[src/hdl/sid_pkg.sv]
`default_nettype none
package sid_pkg;
    // register byte offsets on the apb side
    localparam logic [7:0] ADDR_DESC_LO = 8'h00;
    localparam logic [7:0] ADDR_DESC_HI = 8'h04;
    localparam logic [7:0] ADDR_POLL = 8'h08;
    localparam logic [7:0] ADDR_CTRL = 8'h0C;
    localparam logic [7:0] ADDR_STATUS = 8'h10;
    localparam logic [7:0] ADDR_INT_STAT = 8'h14;
    localparam logic [7:0] ADDR_INT_MASK = 8'h18;
    // field positions inside the 64-bit descriptor word
    localparam int HUB_PORT_LSB = 50;
    localparam int QUAL_LSB = 48;
    localparam int SPLIT_BIT = 46;
    localparam int KIND_LSB = 44;
    localparam int TOKEN_LSB = 42;
    localparam int ADDR_LSB = 35;
    localparam int ENDP_HI_LSB = 32;
    localparam int ENDP_LO_BIT = 31;
    localparam int PKT_LIM_LSB = 18;
    localparam int LEN_LSB = 3;
    localparam int VALID_BIT = 0;
    localparam int POLL_CODE_LSB = 3;
    // field encodings
    localparam logic [1:0] KIND_INTERRUPT = 2'h3;
    localparam logic [1:0] TOKEN_OUT = 2'h0;
    localparam logic [1:0] TOKEN_IN = 2'h1;
    // interrupt status bit positions
    localparam int EV_DONE = 0;
    localparam int EV_FATAL = 1;
    localparam int EV_PACKET = 2;
    localparam int EV_W = 3;
    // reset values
    localparam logic [63:0] DESC_RST = 64'h0;
    localparam logic [7:0] POLL_RST = 8'h00;
    localparam logic [EV_W-1:0] MASK_RST = 3'h0;
    // timing: one microframe, and the largest total per descriptor
    localparam int UFRAME_NS = 125000;
    localparam int CLK_PERIOD_NS = 4;
    localparam int UFRAME_CYCLES = UFRAME_NS / CLK_PERIOD_NS;
    localparam logic [14:0] MAX_TOTAL_BYTES = 15'h1000;

    typedef enum logic [1:0] {
        ST_IDLE = 2'b00,
        ST_WAIT = 2'b01,
        ST_REQ = 2'b10
    } sid_state_e;

    // one packet request toward the translator side
    typedef struct packed {
        logic split;
        logic [6:0] hub_port_index;
        logic [1:0] speed_endpoint_qualifier;
        logic token_in;
        logic [6:0] function_addr;
        logic [3:0] endpoint_number;
        logic [10:0] length;
    } sid_txn_s;

    // polling code to interval minus one, in microframes (2^(b-1) - 1)
    function automatic logic [8:0] poll_interval(input logic [4:0] code);
        casez (code)
            5'b1????: poll_interval = 9'h0FF;
            5'b01???: poll_interval = 9'h07F;
            5'b001??: poll_interval = 9'h03F;
            5'b0001?: poll_interval = 9'h01F;
            5'b00001: poll_interval = 9'h00F;
            default: poll_interval = 9'h007;
        endcase
    endfunction : poll_interval
endpackage : sid_pkg
`default_nettype wire

[src/hdl/sid_split_intr.sv]
// Local design decisions: the APB register port and the register addresses.
`default_nettype none
module sid_split_intr #(
    parameter int UFRAME_CYCLES = sid_pkg::UFRAME_CYCLES
) (
    // clock and reset
    input wire logic CLK_I,
    input wire logic RST_I,
    // apb slave
    input wire logic PSEL_I,
    input wire logic PENABLE_I,
    input wire logic PWRITE_I,
    input wire logic [7:0] PADDR_I,
    input wire logic [31:0] PWDATA_I,
    output logic [31:0] PRDATA_O,
    output logic PREADY_O,
    output logic PSLVERR_O,
    // packet request toward the schedule engine
    output logic TXN_REQ_O,
    output var sid_pkg::sid_txn_s TXN_O,
    output logic TXN_LOW_SPEED_O,
    input wire logic TXN_DONE_I,
    input wire logic [10:0] TXN_BYTES_I,
    input wire logic TXN_FATAL_I,
    // interrupt
    output logic IRQ_O
);
    // register state
    logic [63:0] desc_reg, desc_next;
    logic [7:0] poll_reg, poll_next;
    logic active_reg, active_next;
    logic [sid_pkg::EV_W-1:0] int_stat_reg, int_stat_next;
    logic [sid_pkg::EV_W-1:0] int_mask_reg, int_mask_next;
    logic [31:0] rdata_reg, rdata_next;
    logic err_reg, err_next;
    // sequencer state
    sid_pkg::sid_state_e state_reg, state_next;
    logic [14:0] remain_reg, remain_next;
    logic [15:0] tick_cnt_reg, tick_cnt_next;
    logic [8:0] poll_cnt_reg, poll_cnt_next;
    sid_pkg::sid_txn_s txn_reg, txn_next;
    // shared decode
    logic wr_acc, setup, busy, mapped, start, uframe_tick;
    logic end_ok, end_fatal, pkt_done;
    logic [1:0] kind, token;
    logic [14:0] total_len;
    logic [10:0] pkt_limit, pkt_len;

    // field decode; reserved bits 47, 30:29, 2:1 are never looked at
    assign kind = desc_reg[sid_pkg::KIND_LSB +: 2];
    assign token = desc_reg[sid_pkg::TOKEN_LSB +: 2];
    assign total_len = desc_reg[sid_pkg::LEN_LSB +: 15];
    assign pkt_limit = desc_reg[sid_pkg::PKT_LIM_LSB +: 11];
    assign busy = (state_reg != sid_pkg::ST_IDLE);
    assign setup = PSEL_I && !PENABLE_I;
    assign wr_acc = PSEL_I && PENABLE_I && PWRITE_I && !err_reg;
    assign mapped = (PADDR_I[1:0] == 2'b00) && (PADDR_I <= sid_pkg::ADDR_INT_MASK);
    // software starts by writing the active flag while valid is set
    assign start = wr_acc && (PADDR_I == sid_pkg::ADDR_CTRL) && PWDATA_I[0] && !busy
        && desc_reg[sid_pkg::VALID_BIT];
    assign pkt_done = (state_reg == sid_pkg::ST_REQ) && TXN_DONE_I;

    // next packet: remaining bytes capped at the packet size limit
    assign pkt_len = (remain_reg > {4'h0, pkt_limit}) ? pkt_limit : remain_reg[10:0];

    // end of descriptor: bad kind/token/length, engine fatal, a short packet, or all moved
    always_comb begin
        end_fatal = 1'b0;
        end_ok = 1'b0;
        if (pkt_done && TXN_FATAL_I) begin
            end_fatal = 1'b1;
        end else if (pkt_done) begin
            end_ok = (remain_reg <= {4'h0, TXN_BYTES_I}) || (TXN_BYTES_I < txn_reg.length);
        end else if (start) begin
            end_fatal = (kind != sid_pkg::KIND_INTERRUPT)
                || (token != sid_pkg::TOKEN_OUT && token != sid_pkg::TOKEN_IN)
                || (total_len > sid_pkg::MAX_TOTAL_BYTES);
        end
    end

    // microframe enable from a free-running divider
    assign uframe_tick = (tick_cnt_reg == 16'(UFRAME_CYCLES - 1));

    // register file next values; descriptor writes refused while busy
    always_comb begin
        desc_next = desc_reg;
        poll_next = poll_reg;
        active_next = active_reg;
        int_mask_next = int_mask_reg;
        int_stat_next = int_stat_reg;
        rdata_next = rdata_reg;
        err_next = err_reg;
        if (setup) begin
            err_next = !mapped;
            case (PADDR_I)
                sid_pkg::ADDR_DESC_LO: rdata_next = desc_reg[31:0];
                sid_pkg::ADDR_DESC_HI: rdata_next = desc_reg[63:32];
                sid_pkg::ADDR_POLL: rdata_next = {24'h0, poll_reg};
                sid_pkg::ADDR_CTRL: rdata_next = {31'h0, active_reg};
                sid_pkg::ADDR_STATUS: rdata_next = {15'h0, remain_reg, state_reg};
                sid_pkg::ADDR_INT_STAT: rdata_next = {29'h0, int_stat_reg};
                sid_pkg::ADDR_INT_MASK: rdata_next = {29'h0, int_mask_reg};
                default: rdata_next = 32'h0;
            endcase
        end
        if (wr_acc && !busy) begin
            case (PADDR_I)
                sid_pkg::ADDR_DESC_LO: desc_next[31:0] = PWDATA_I;
                sid_pkg::ADDR_DESC_HI: desc_next[63:32] = PWDATA_I;
                sid_pkg::ADDR_POLL: poll_next = PWDATA_I[7:0];
                sid_pkg::ADDR_CTRL: active_next = PWDATA_I[0];
                default: ;
            endcase
        end
        if (wr_acc && PADDR_I == sid_pkg::ADDR_INT_MASK) begin
            int_mask_next = PWDATA_I[sid_pkg::EV_W-1:0];
        end
        // write one to clear; a new event in the same cycle wins
        if (wr_acc && PADDR_I == sid_pkg::ADDR_INT_STAT) begin
            int_stat_next = int_stat_reg & ~PWDATA_I[sid_pkg::EV_W-1:0];
        end
        if (end_ok) begin
            int_stat_next[sid_pkg::EV_DONE] = 1'b1;
        end
        if (end_fatal) begin
            int_stat_next[sid_pkg::EV_FATAL] = 1'b1;
        end
        if (pkt_done && !TXN_FATAL_I) begin
            int_stat_next[sid_pkg::EV_PACKET] = 1'b1;
        end
        // hardware retires the descriptor
        if (end_ok || end_fatal) begin
            desc_next[sid_pkg::VALID_BIT] = 1'b0;
            active_next = 1'b0;
        end
    end

    always_ff @(posedge CLK_I) begin
        if (RST_I) begin
            desc_reg <= sid_pkg::DESC_RST;
            poll_reg <= sid_pkg::POLL_RST;
            active_reg <= 1'b0;
            int_stat_reg <= '0;
            int_mask_reg <= sid_pkg::MASK_RST;
            rdata_reg <= 32'h0;
            err_reg <= 1'b0;
        end else begin
            desc_reg <= desc_next;
            poll_reg <= poll_next;
            active_reg <= active_next;
            int_stat_reg <= int_stat_next;
            int_mask_reg <= int_mask_next;
            rdata_reg <= rdata_next;
            err_reg <= err_next;
        end
    end

    // sequencer next values
    always_comb begin
        state_next = state_reg;
        remain_next = remain_reg;
        poll_cnt_next = poll_cnt_reg;
        txn_next = txn_reg;
        tick_cnt_next = uframe_tick ? 16'h0 : tick_cnt_reg + 16'h1;
        case (state_reg)
            sid_pkg::ST_IDLE: begin
                if (start && !end_fatal) begin
                    remain_next = total_len;
                    poll_cnt_next = 9'h0; // first packet at the next microframe
                    state_next = sid_pkg::ST_WAIT;
                end
            end
            sid_pkg::ST_WAIT: begin
                if (uframe_tick && poll_cnt_reg == 9'h0) begin
                    // reload the interval: 2^(b-1) microframes
                    poll_cnt_next = sid_pkg::poll_interval(
                        poll_reg[sid_pkg::POLL_CODE_LSB +: 5]);
                    txn_next.split = desc_reg[sid_pkg::SPLIT_BIT];
                    txn_next.hub_port_index = desc_reg[sid_pkg::HUB_PORT_LSB +: 7];
                    // qualifier only meaningful for split, zero otherwise
                    txn_next.speed_endpoint_qualifier = desc_reg[sid_pkg::SPLIT_BIT]
                        ? desc_reg[sid_pkg::QUAL_LSB +: 2] : 2'b00;
                    txn_next.token_in = (token == sid_pkg::TOKEN_IN);
                    txn_next.function_addr = desc_reg[sid_pkg::ADDR_LSB +: 7];
                    txn_next.endpoint_number = {desc_reg[sid_pkg::ENDP_HI_LSB +: 3],
                        desc_reg[sid_pkg::ENDP_LO_BIT]};
                    txn_next.length = pkt_len;
                    state_next = sid_pkg::ST_REQ;
                end else if (uframe_tick) begin
                    poll_cnt_next = poll_cnt_reg - 9'h1;
                end
            end
            sid_pkg::ST_REQ: begin
                if (uframe_tick && poll_cnt_reg != 9'h0) begin
                    poll_cnt_next = poll_cnt_reg - 9'h1;
                end
                if (pkt_done) begin
                    remain_next = (remain_reg > {4'h0, TXN_BYTES_I})
                        ? remain_reg - {4'h0, TXN_BYTES_I} : 15'h0;
                    state_next = (end_ok || end_fatal) ? sid_pkg::ST_IDLE
                        : sid_pkg::ST_WAIT;
                end
            end
            default: state_next = sid_pkg::ST_IDLE;
        endcase
    end

    always_ff @(posedge CLK_I) begin
        if (RST_I) begin
            state_reg <= sid_pkg::ST_IDLE;
            remain_reg <= 15'h0;
            tick_cnt_reg <= 16'h0;
            poll_cnt_reg <= 9'h0;
            txn_reg <= '0;
        end else begin
            state_reg <= state_next;
            remain_reg <= remain_next;
            tick_cnt_reg <= tick_cnt_next;
            poll_cnt_reg <= poll_cnt_next;
            txn_reg <= txn_next;
        end
    end

    // outputs; apb always answers in the access cycle
    assign PRDATA_O = rdata_reg;
    assign PREADY_O = 1'b1;
    assign PSLVERR_O = PSEL_I && PENABLE_I && err_reg;
    assign TXN_REQ_O = (state_reg == sid_pkg::ST_REQ);
    assign TXN_O = txn_reg;
    // low-speed only from a split with qualifier 10; 00 means full-speed
    assign TXN_LOW_SPEED_O = txn_reg.split
        && (txn_reg.speed_endpoint_qualifier == 2'b10);
    assign IRQ_O = |(int_stat_reg & int_mask_reg);

    // checker helper: cycles since the previous request of this descriptor
    logic [23:0] gap_cnt_reg, gap_cnt_next;
    logic seen_req_reg, seen_req_next;
    logic req_entry;
    assign req_entry = (state_reg == sid_pkg::ST_WAIT) && (state_next == sid_pkg::ST_REQ);

    // saturates, so a long idle spell never wraps into a false short gap
    always_comb begin
        gap_cnt_next = (gap_cnt_reg == 24'hFFFFFF) ? gap_cnt_reg : gap_cnt_reg + 24'h1;
        seen_req_next = seen_req_reg;
        if (start) begin
            seen_req_next = 1'b0; // first packet has no predecessor
        end
        if (req_entry) begin
            gap_cnt_next = 24'h0;
            seen_req_next = 1'b1;
        end
    end

    always_ff @(posedge CLK_I) begin
        if (RST_I) begin
            gap_cnt_reg <= 24'h0;
            seen_req_reg <= 1'b0;
        end else begin
            gap_cnt_reg <= gap_cnt_next;
            seen_req_reg <= seen_req_next;
        end
    end
endmodule : sid_split_intr
`default_nettype wire

[config.mk]
export PLATFORM = sky130hd
export DESIGN_NAME = sid_split_intr
export DESIGN_NICKNAME = d
export VERILOG_FILES = /design/src/hdl/sid_pkg.sv /design/src/hdl/sid_split_intr.sv
export SDC_FILE = /design/constraint.sdc
export NUM_CORES = 1
export LEC_CHECK = 0
export ABC_AREA = 1
export BUFFER_PORTS_ARGS = -buffer_cell sky130_fd_sc_hd__buf_2
export CAP_MARGIN = 15
export CORE_MARGIN = 5
export CORE_UTILIZATION = 45
export DETAILED_ROUTE_END_ITERATION = 8
export PLACE_DENSITY = 0.77
export SLEW_MARGIN = 20
export SYNTH_ARGS = -nofsm -noshare
export SYNTH_HDL_FRONTEND = slang
export SYNTH_SLANG_ARGS = --single-unit
export TNS_END_PERCENT = 10
[constraint.sdc]
create_clock -name CLK_I -period 1.78 [get_ports CLK_I]
set_input_delay 0.267 -clock CLK_I [delete_from_list [all_inputs] [get_ports CLK_I]]
set_output_delay 0.267 -clock CLK_I [all_outputs]
set_load 0.01 [all_outputs]
==> results of run 1 <==
[final timing paths]
| check | end | slack (ns) | depth (start not counted) |
|---|---|---|---|
| max | TXN_O[9] | -0.28 | 12 |
| min | desc_reg[47] | 0.07 | 3 |
| max reg2reg | TXN_O[9] | -0.28 | 12 |
| min reg2reg | desc_reg[61] | 0.46 | 2 |
[what timing repair did]
item,in CTS,in global routing
cloned,4,6
pin swaps,18,54
setup buffers,10,22
endpoints found under the setup margin,100,143
gates resized for setup,89,177
endpoints found under the hold margin,0,0
[logic make-up after synthesis]
family	share of synthesized area
other	0.000394
AOI/OAI and AO/OA	0.189
DFF	0.393
adders and majority gates	0.0547
buffers and inverters	0.0951
xor gates and xnor gates	0.0129
and+or+nand+nor	0.255
[power by group]
group	switching (mW)	internal, mW
Sequential	0.262	4.44
Combinational	4.03	3.70
Clock	1.99	1.92
Total	6.28	10.1
[metrics by stage]
step	hold WS (ns)	instances	util	setup slack, ns	power [mW]
floorplan	0.402	1393	-	-0.00453	7.70
global placement	0.438	1877	0.544	-0.250	9.58
detailed placement	0.447	1877	0.544	-0.284	9.64
CTS	0.0685	1923	0.598	-0.103	14.6
global route	0.0786	1950	0.636	-0.347	17.1
finish	0.0715	1950	0.636	-0.278	16.3
[layer usage]
layer  GRT usage  up-vias  part of all wire
met3      0.0456      122             0.098
met5           0        -                 0
met1       0.317     4998              0.39
met2       0.428      602              0.48
met4      0.0742        0             0.039
li1            -     5065                 -
[layout make-up]
cell class              count  area share
multi-input cells         979       0.422
flip-flops and latches    187       0.284
repair buffers            307       0.172
inverters                 168      0.0489
clock buffers              17      0.0319
well taps                 275      0.0258
clock inverters            15      0.0144
repair inverters            2     0.00131
[critical path: stages (launching register included)]
cell     delay, ns
dfxtp_4       0.37
buf_6         0.13
ha_1          0.26
nand2_1       0.08
o21ai_0       0.29
nor2_1        0.11
nand2_2       0.13
nand2_4       0.11
buf_12        0.16
nand2_4       0.05
nand2_2       0.04
o21ai_2       0.16
inv_1         0.06
[layout by cell type, fill, tap and decap left out, types with 8 or more instances in the layout]
master / instances
o21ai_2: 11
dfxtp_4: 8
ha_4: 21
a21oi_2: 10
buf_6: 13
inv_1: 141
nor3_1: 10
buf_12: 11
clkbuf_16: 20
a21oi_1: 145
nand2_2: 36
clkinv_8: 8
nand2_4: 9
o21ai_1: 54
dfxtp_1: 170
o22ai_1: 16
nand2_1: 256
nand3_1: 38
dfxtp_2: 9
inv_2: 21
ha_1: 18
o21ai_0: 84
buf_4: 150
nor2_4: 9
buf_2: 126
nand3_2: 11
nand4_1: 11
nor2_2: 17
nor2_1: 161
==> results_dict.tcl, run 1 <==
set metrics [dict create \
    cp.arrival_ns 2.40 \
    ctsHoldBuffers 0 \
    drv_slew 0 \
    placed_area_mm2 0.0114 \
    synth.distinct_cells 44 \
    layout_min_cycle_time_ns 2.06 \
    seqCellArea_mm2 0.00378 \
    rsz0062_at_grt "yes" \
    syn_inst 1393 \
    area_delta_synth_final_pct 40.1 \
    avgSynthCellArea_um2 6.84 \
    vdd.ir_drop.worst_uv 990 \
    synthesis.nets 1492 \
    wire_per_inst_um 17.1 \
    fp-row-count 53 \
    ant_nets 0 \
    cts_buffers 17 \
    final_nets 1761 \
    htree_levels 4 \
    outcome "complete, but fails checks" \
    violations "setup timing" \
    tns_ns -6.42 \
    grt_pass1_wl_um 48800 \
    hold_class "in2reg" \
    grt_max_degree 50 \
    diodes 0 \
    cts_buffer_depth 2 \
    crit_type "reg2reg" \
    finalHoldViolations 0 \
    critPathLaunchType "flop" \
    die_w_um 155 \
    drtPass1Iterations 8 \
    n_fill_cell 1687 \
    dpl.hpwl_um 22200 \
    port_buffers 126 \
    setup_violations 59 \
    layout_setup_ws_ns -0.278 \
    synth-seq-cells 187 \
    synth_top_area_frac 0.393 \
    drc 0 \
    coreArea_mm2 0.0210 \
    synth.most_common_cell "nand2_1" \
    slew-limit-headroom 0.607 \
    clock-sinks 187 \
    antenna_found_initial 0 \
    die_h_um 155 \
    routed_wl_um 33400 \
    pin_count 128 \
    seq_area_frac_synth 0.393 \
    cap_violations 0 \
    multi_input_area_mm2 0.00563 \
    cp_max_fo 6 \
    yosysTopAreaCell "dfxtp_1" \
    fmax_mhz 486 \
    synthArstFlopShare 0 \
    cp.required_ns 2.13 \
    finalInstanceArea_mm2 0.0133 \
    grt_use_total 0.249 \
    vias 10800 \
    fin_crit_sh 1.16 \
    gp_congestion 0.944 \
    synth.area.top_cells "dfxtp_1, nand2_1, a21oi_1" \
    grt_pass1_vias 9826 \
    skew_ns 0.0162 \
    synth_edf_count 0 \
    r2r-start "remain_reg[9]" \
    synth_area_mm2 0.00952 \
    ys.flop_type "dfxtp_1" \
    leakage_nw 5.96 \
    critPathLaunch "remain_reg[9]" \
    cellPowerDensity_mw_per_mm2 1230 \
    worst_slew_pin_slew_ns 0.589 \
    die_area_mm2 0.0242 \
    drt_iter0_drc 1238 \
    clkLatencyLatePin_ns 0.46 \
    overflow 0 \
    largest_reg_flops 64 \
    clkTransAtPathRegs_ns 0.08 \
    vias_per_cell 5.53 \
    yosysWarnings 0 \
    initial_core_util 0.454 \
    clock-root-buffer "clkbuf_16" \
    netlist_top_cells_count "nand2_1, dfxtp_1, nor2_1" \
    min_from "PWDATA_I[15]" \
    worstSetupEndpointType "flop" \
    layout-drive-gt1-share 0.318 \
    cts_tree "done" \
]
Power figures use the tool's default switching activity.
==> run 2: changes to the inputs <==
Settings changed: TNS_END_PERCENT 10 to unset.
==> run 2 against run 1 <==
  * The flow still finishes with violations (setup timing)
  * First-iteration DRC count rose by 5.3%
  * Via count rose by 6.0%
  * Wire length rose by 13%
  * Clock power barely moved
  * Critical endpoint is now TXN_O[4]
  * Largest power group unchanged
==> results_dict.tcl, run 2 (synthesized netlist as in run 1, its figures left out) <==
set metrics [dict create \
    area_delta_synth_final_pct 49.4 \
    dpl.hpwl_um 22200 \
    wire_per_inst_um 19.0 \
    worst_slew_pin_slew_ns 0.610 \
    outcome "complete, but fails checks" \
    gp_congestion 0.930 \
    largest_reg_flops 64 \
    violations "setup timing" \
    layout_commonest_cell "nand2_1" \
    drt_iter0_drc 1303 \
    setup_violations 67 \
    cts_tree "done" \
    cts_buffers 17 \
    worstSetupEndpointType "flop" \
    grt_max_degree 53 \
    cp_max_fo 5 \
    worstPathCellList "buf_6 > ha_4 > nand2_4 > o21ai_2 > nand2_1 > o211ai_1 > nand2_1 > nand2_2 > nand2_4 > clkbuf_16 > nand2_4 > nand2_2 > o21ai_1 > inv_1" \
    cp_slowest_cell "dfxtp_4" \
    ctsHoldBuffers 0 \
    cts_buffer_depth 2 \
    antenna_found_initial 0 \
    clock-sinks 187 \
    routed_wl_um 37600 \
    slew-limit-headroom 0.593 \
    final_nets 1792 \
    drv_slew 0 \
    diodes 0 \
    die_w_um 155 \
    leakage_nw 6.30 \
    layout-drive-gt1-share 0.380 \
    r2r-start "remain_reg[2]" \
    clkTransAtPathRegs_ns 0.08 \
    layout_setup_ws_ns -0.309 \
    placed_area_mm2 0.0115 \
    preCtsSetupSlack_ns -0.273 \
    crit_top_cell "nand2_4" \
    rsz0062_at_grt "yes" \
    grt_use_total 0.254 \
    skew_ns 0.0154 \
    ant_nets 0 \
    clkLatencyLatePin_ns 0.46 \
    vias 11400 \
    cp.arrival_ns 2.43 \
    cp.required_ns 2.13 \
    die_h_um 155 \
    hold_class "in2reg" \
    fmax_mhz 479 \
    finalHoldViolations 0 \
    grt_pass1_wl_um 49900 \
    critPathTopFamily "simple AND/OR/NAND/NOR gates" \
    pin_count 128 \
    die_area_mm2 0.0242 \
    overflow 0 \
    crit_type "reg2reg" \
    total_power_mw 17.2 \
    vdd.ir_drop.worst_uv 974 \
    port_buffers 126 \
    vias_per_cell 5.77 \
    grt_pass1_vias 9990 \
    min_from "PWDATA_I[9]" \
    drc 0 \
    n_fill_cell 1478 \
    cap_violations 0 \
    fin_crit_sh 1.17 \
    cellPowerDensity_mw_per_mm2 1210 \
    initial_core_util 0.454 \
    crit_buf_inv 3 \
    max_stage_delay_ns 0.38 \
    coreArea_mm2 0.0210 \
    critPathLaunch "remain_reg[2]" \
    fp-row-count 53 \
    final_cell_mix "nand2_1, dfxtp_1, buf_4" \
    critPathLaunchType "flop" \
    finalInstanceArea_mm2 0.0142 \
    layout_min_cycle_time_ns 2.09 \
    drtPass1Iterations 7 \
    htree_levels 4 \
    clock-root-buffer "clkbuf_16" \
]
## run 2: cell types whose count changed in the layout (fill, tap and decap cells not counted), moves of 12 or more
cell     previous run  this run
a21oi_1           145       114
a21oi_2            10        40
buf_6              13        25
nand2_1           256       237
nand2_4             9        24
nor2_1            161       149
## run 2: path summary, 6_finish.rpt
kind                 endpoint  slack (ns)  depth (start not counted)
setup reg to reg     TXN_O[4]       -0.31                         14
hold / removal    desc_reg[9]        0.09                          3
hold reg to reg   PRDATA_O[1]        0.46                          2
setup / recovery     TXN_O[4]       -0.31                         14
## run 2: worst reg2reg max path: stages (launching register included)
cell	delay (ns)
dfxtp_4	0.38
buf_6	0.13
ha_4	0.28
nand2_4	0.05
o21ai_2	0.12
nand2_1	0.09
o211ai_1	0.10
nand2_1	0.11
nand2_2	0.10
nand2_4	0.10
clkbuf_16	0.19
nand2_4	0.06
nand2_2	0.04
o21ai_1	0.17
inv_1	0.07
## run 2: per-stage QoR
stage | std cells | utilization | setup TNS (ns) | hold WS [ns]
after CTS | 1946 | 0.614 | -5.63 | 0.0704
final | 1981 | 0.679 | -11.49 | 0.0865
after floorplan | 1393 | - | 0 | 0.402
after global placement | 1889 | 0.550 | -6.58 | 0.439
after detailed placement | 1889 | 0.550 | -9.72 | 0.453
after global routing | 1981 | 0.679 | -17.23 | 0.104
## run 2: cell type report
class | instances | area [um^2] | area share
Tap cell | 275 | 344 | 0.0242
Multi-Input combinational cell | 979 | 6070 | 0.427
Clock buffer | 17 | 425 | 0.0299
Inverter | 168 | 668 | 0.0470
Clock inverter | 15 | 194 | 0.0136
Sequential cell | 187 | 3790 | 0.266
Timing Repair Buffer | 338 | 2730 | 0.192
Timing Repair inverter | 2 | 16.3 | 0.00114
## run 2: repair_timing
action                                  4_1_cts  5_1_grt
endpoints found under the setup margin       91      107
gates resized for setup                     118      278
cloned                                        8        7
endpoints found under the hold margin         0        0
buffers inserted                             18       30
pin swaps                                    44       91
## run 2: metal layers
metal | GRT usage | vias to the layer above | routed length, um
li1 | - | 5144 | -
met1 | 0.330 | 5235 | 13600
met2 | 0.428 | 804 | 17700
met3 | 0.0451 | 246 | 3960
met4 | 0.0834 | 0 | 2300
met5 | 0 | - | 0
## run 2: power by group
part	leakage [nW]	internal (mW)	switching (mW)
sequential	1.52	4.44	0.280
clock	0.297	1.92	2.01
combinational	4.49	3.98	4.61
total	6.30	10.3	6.90
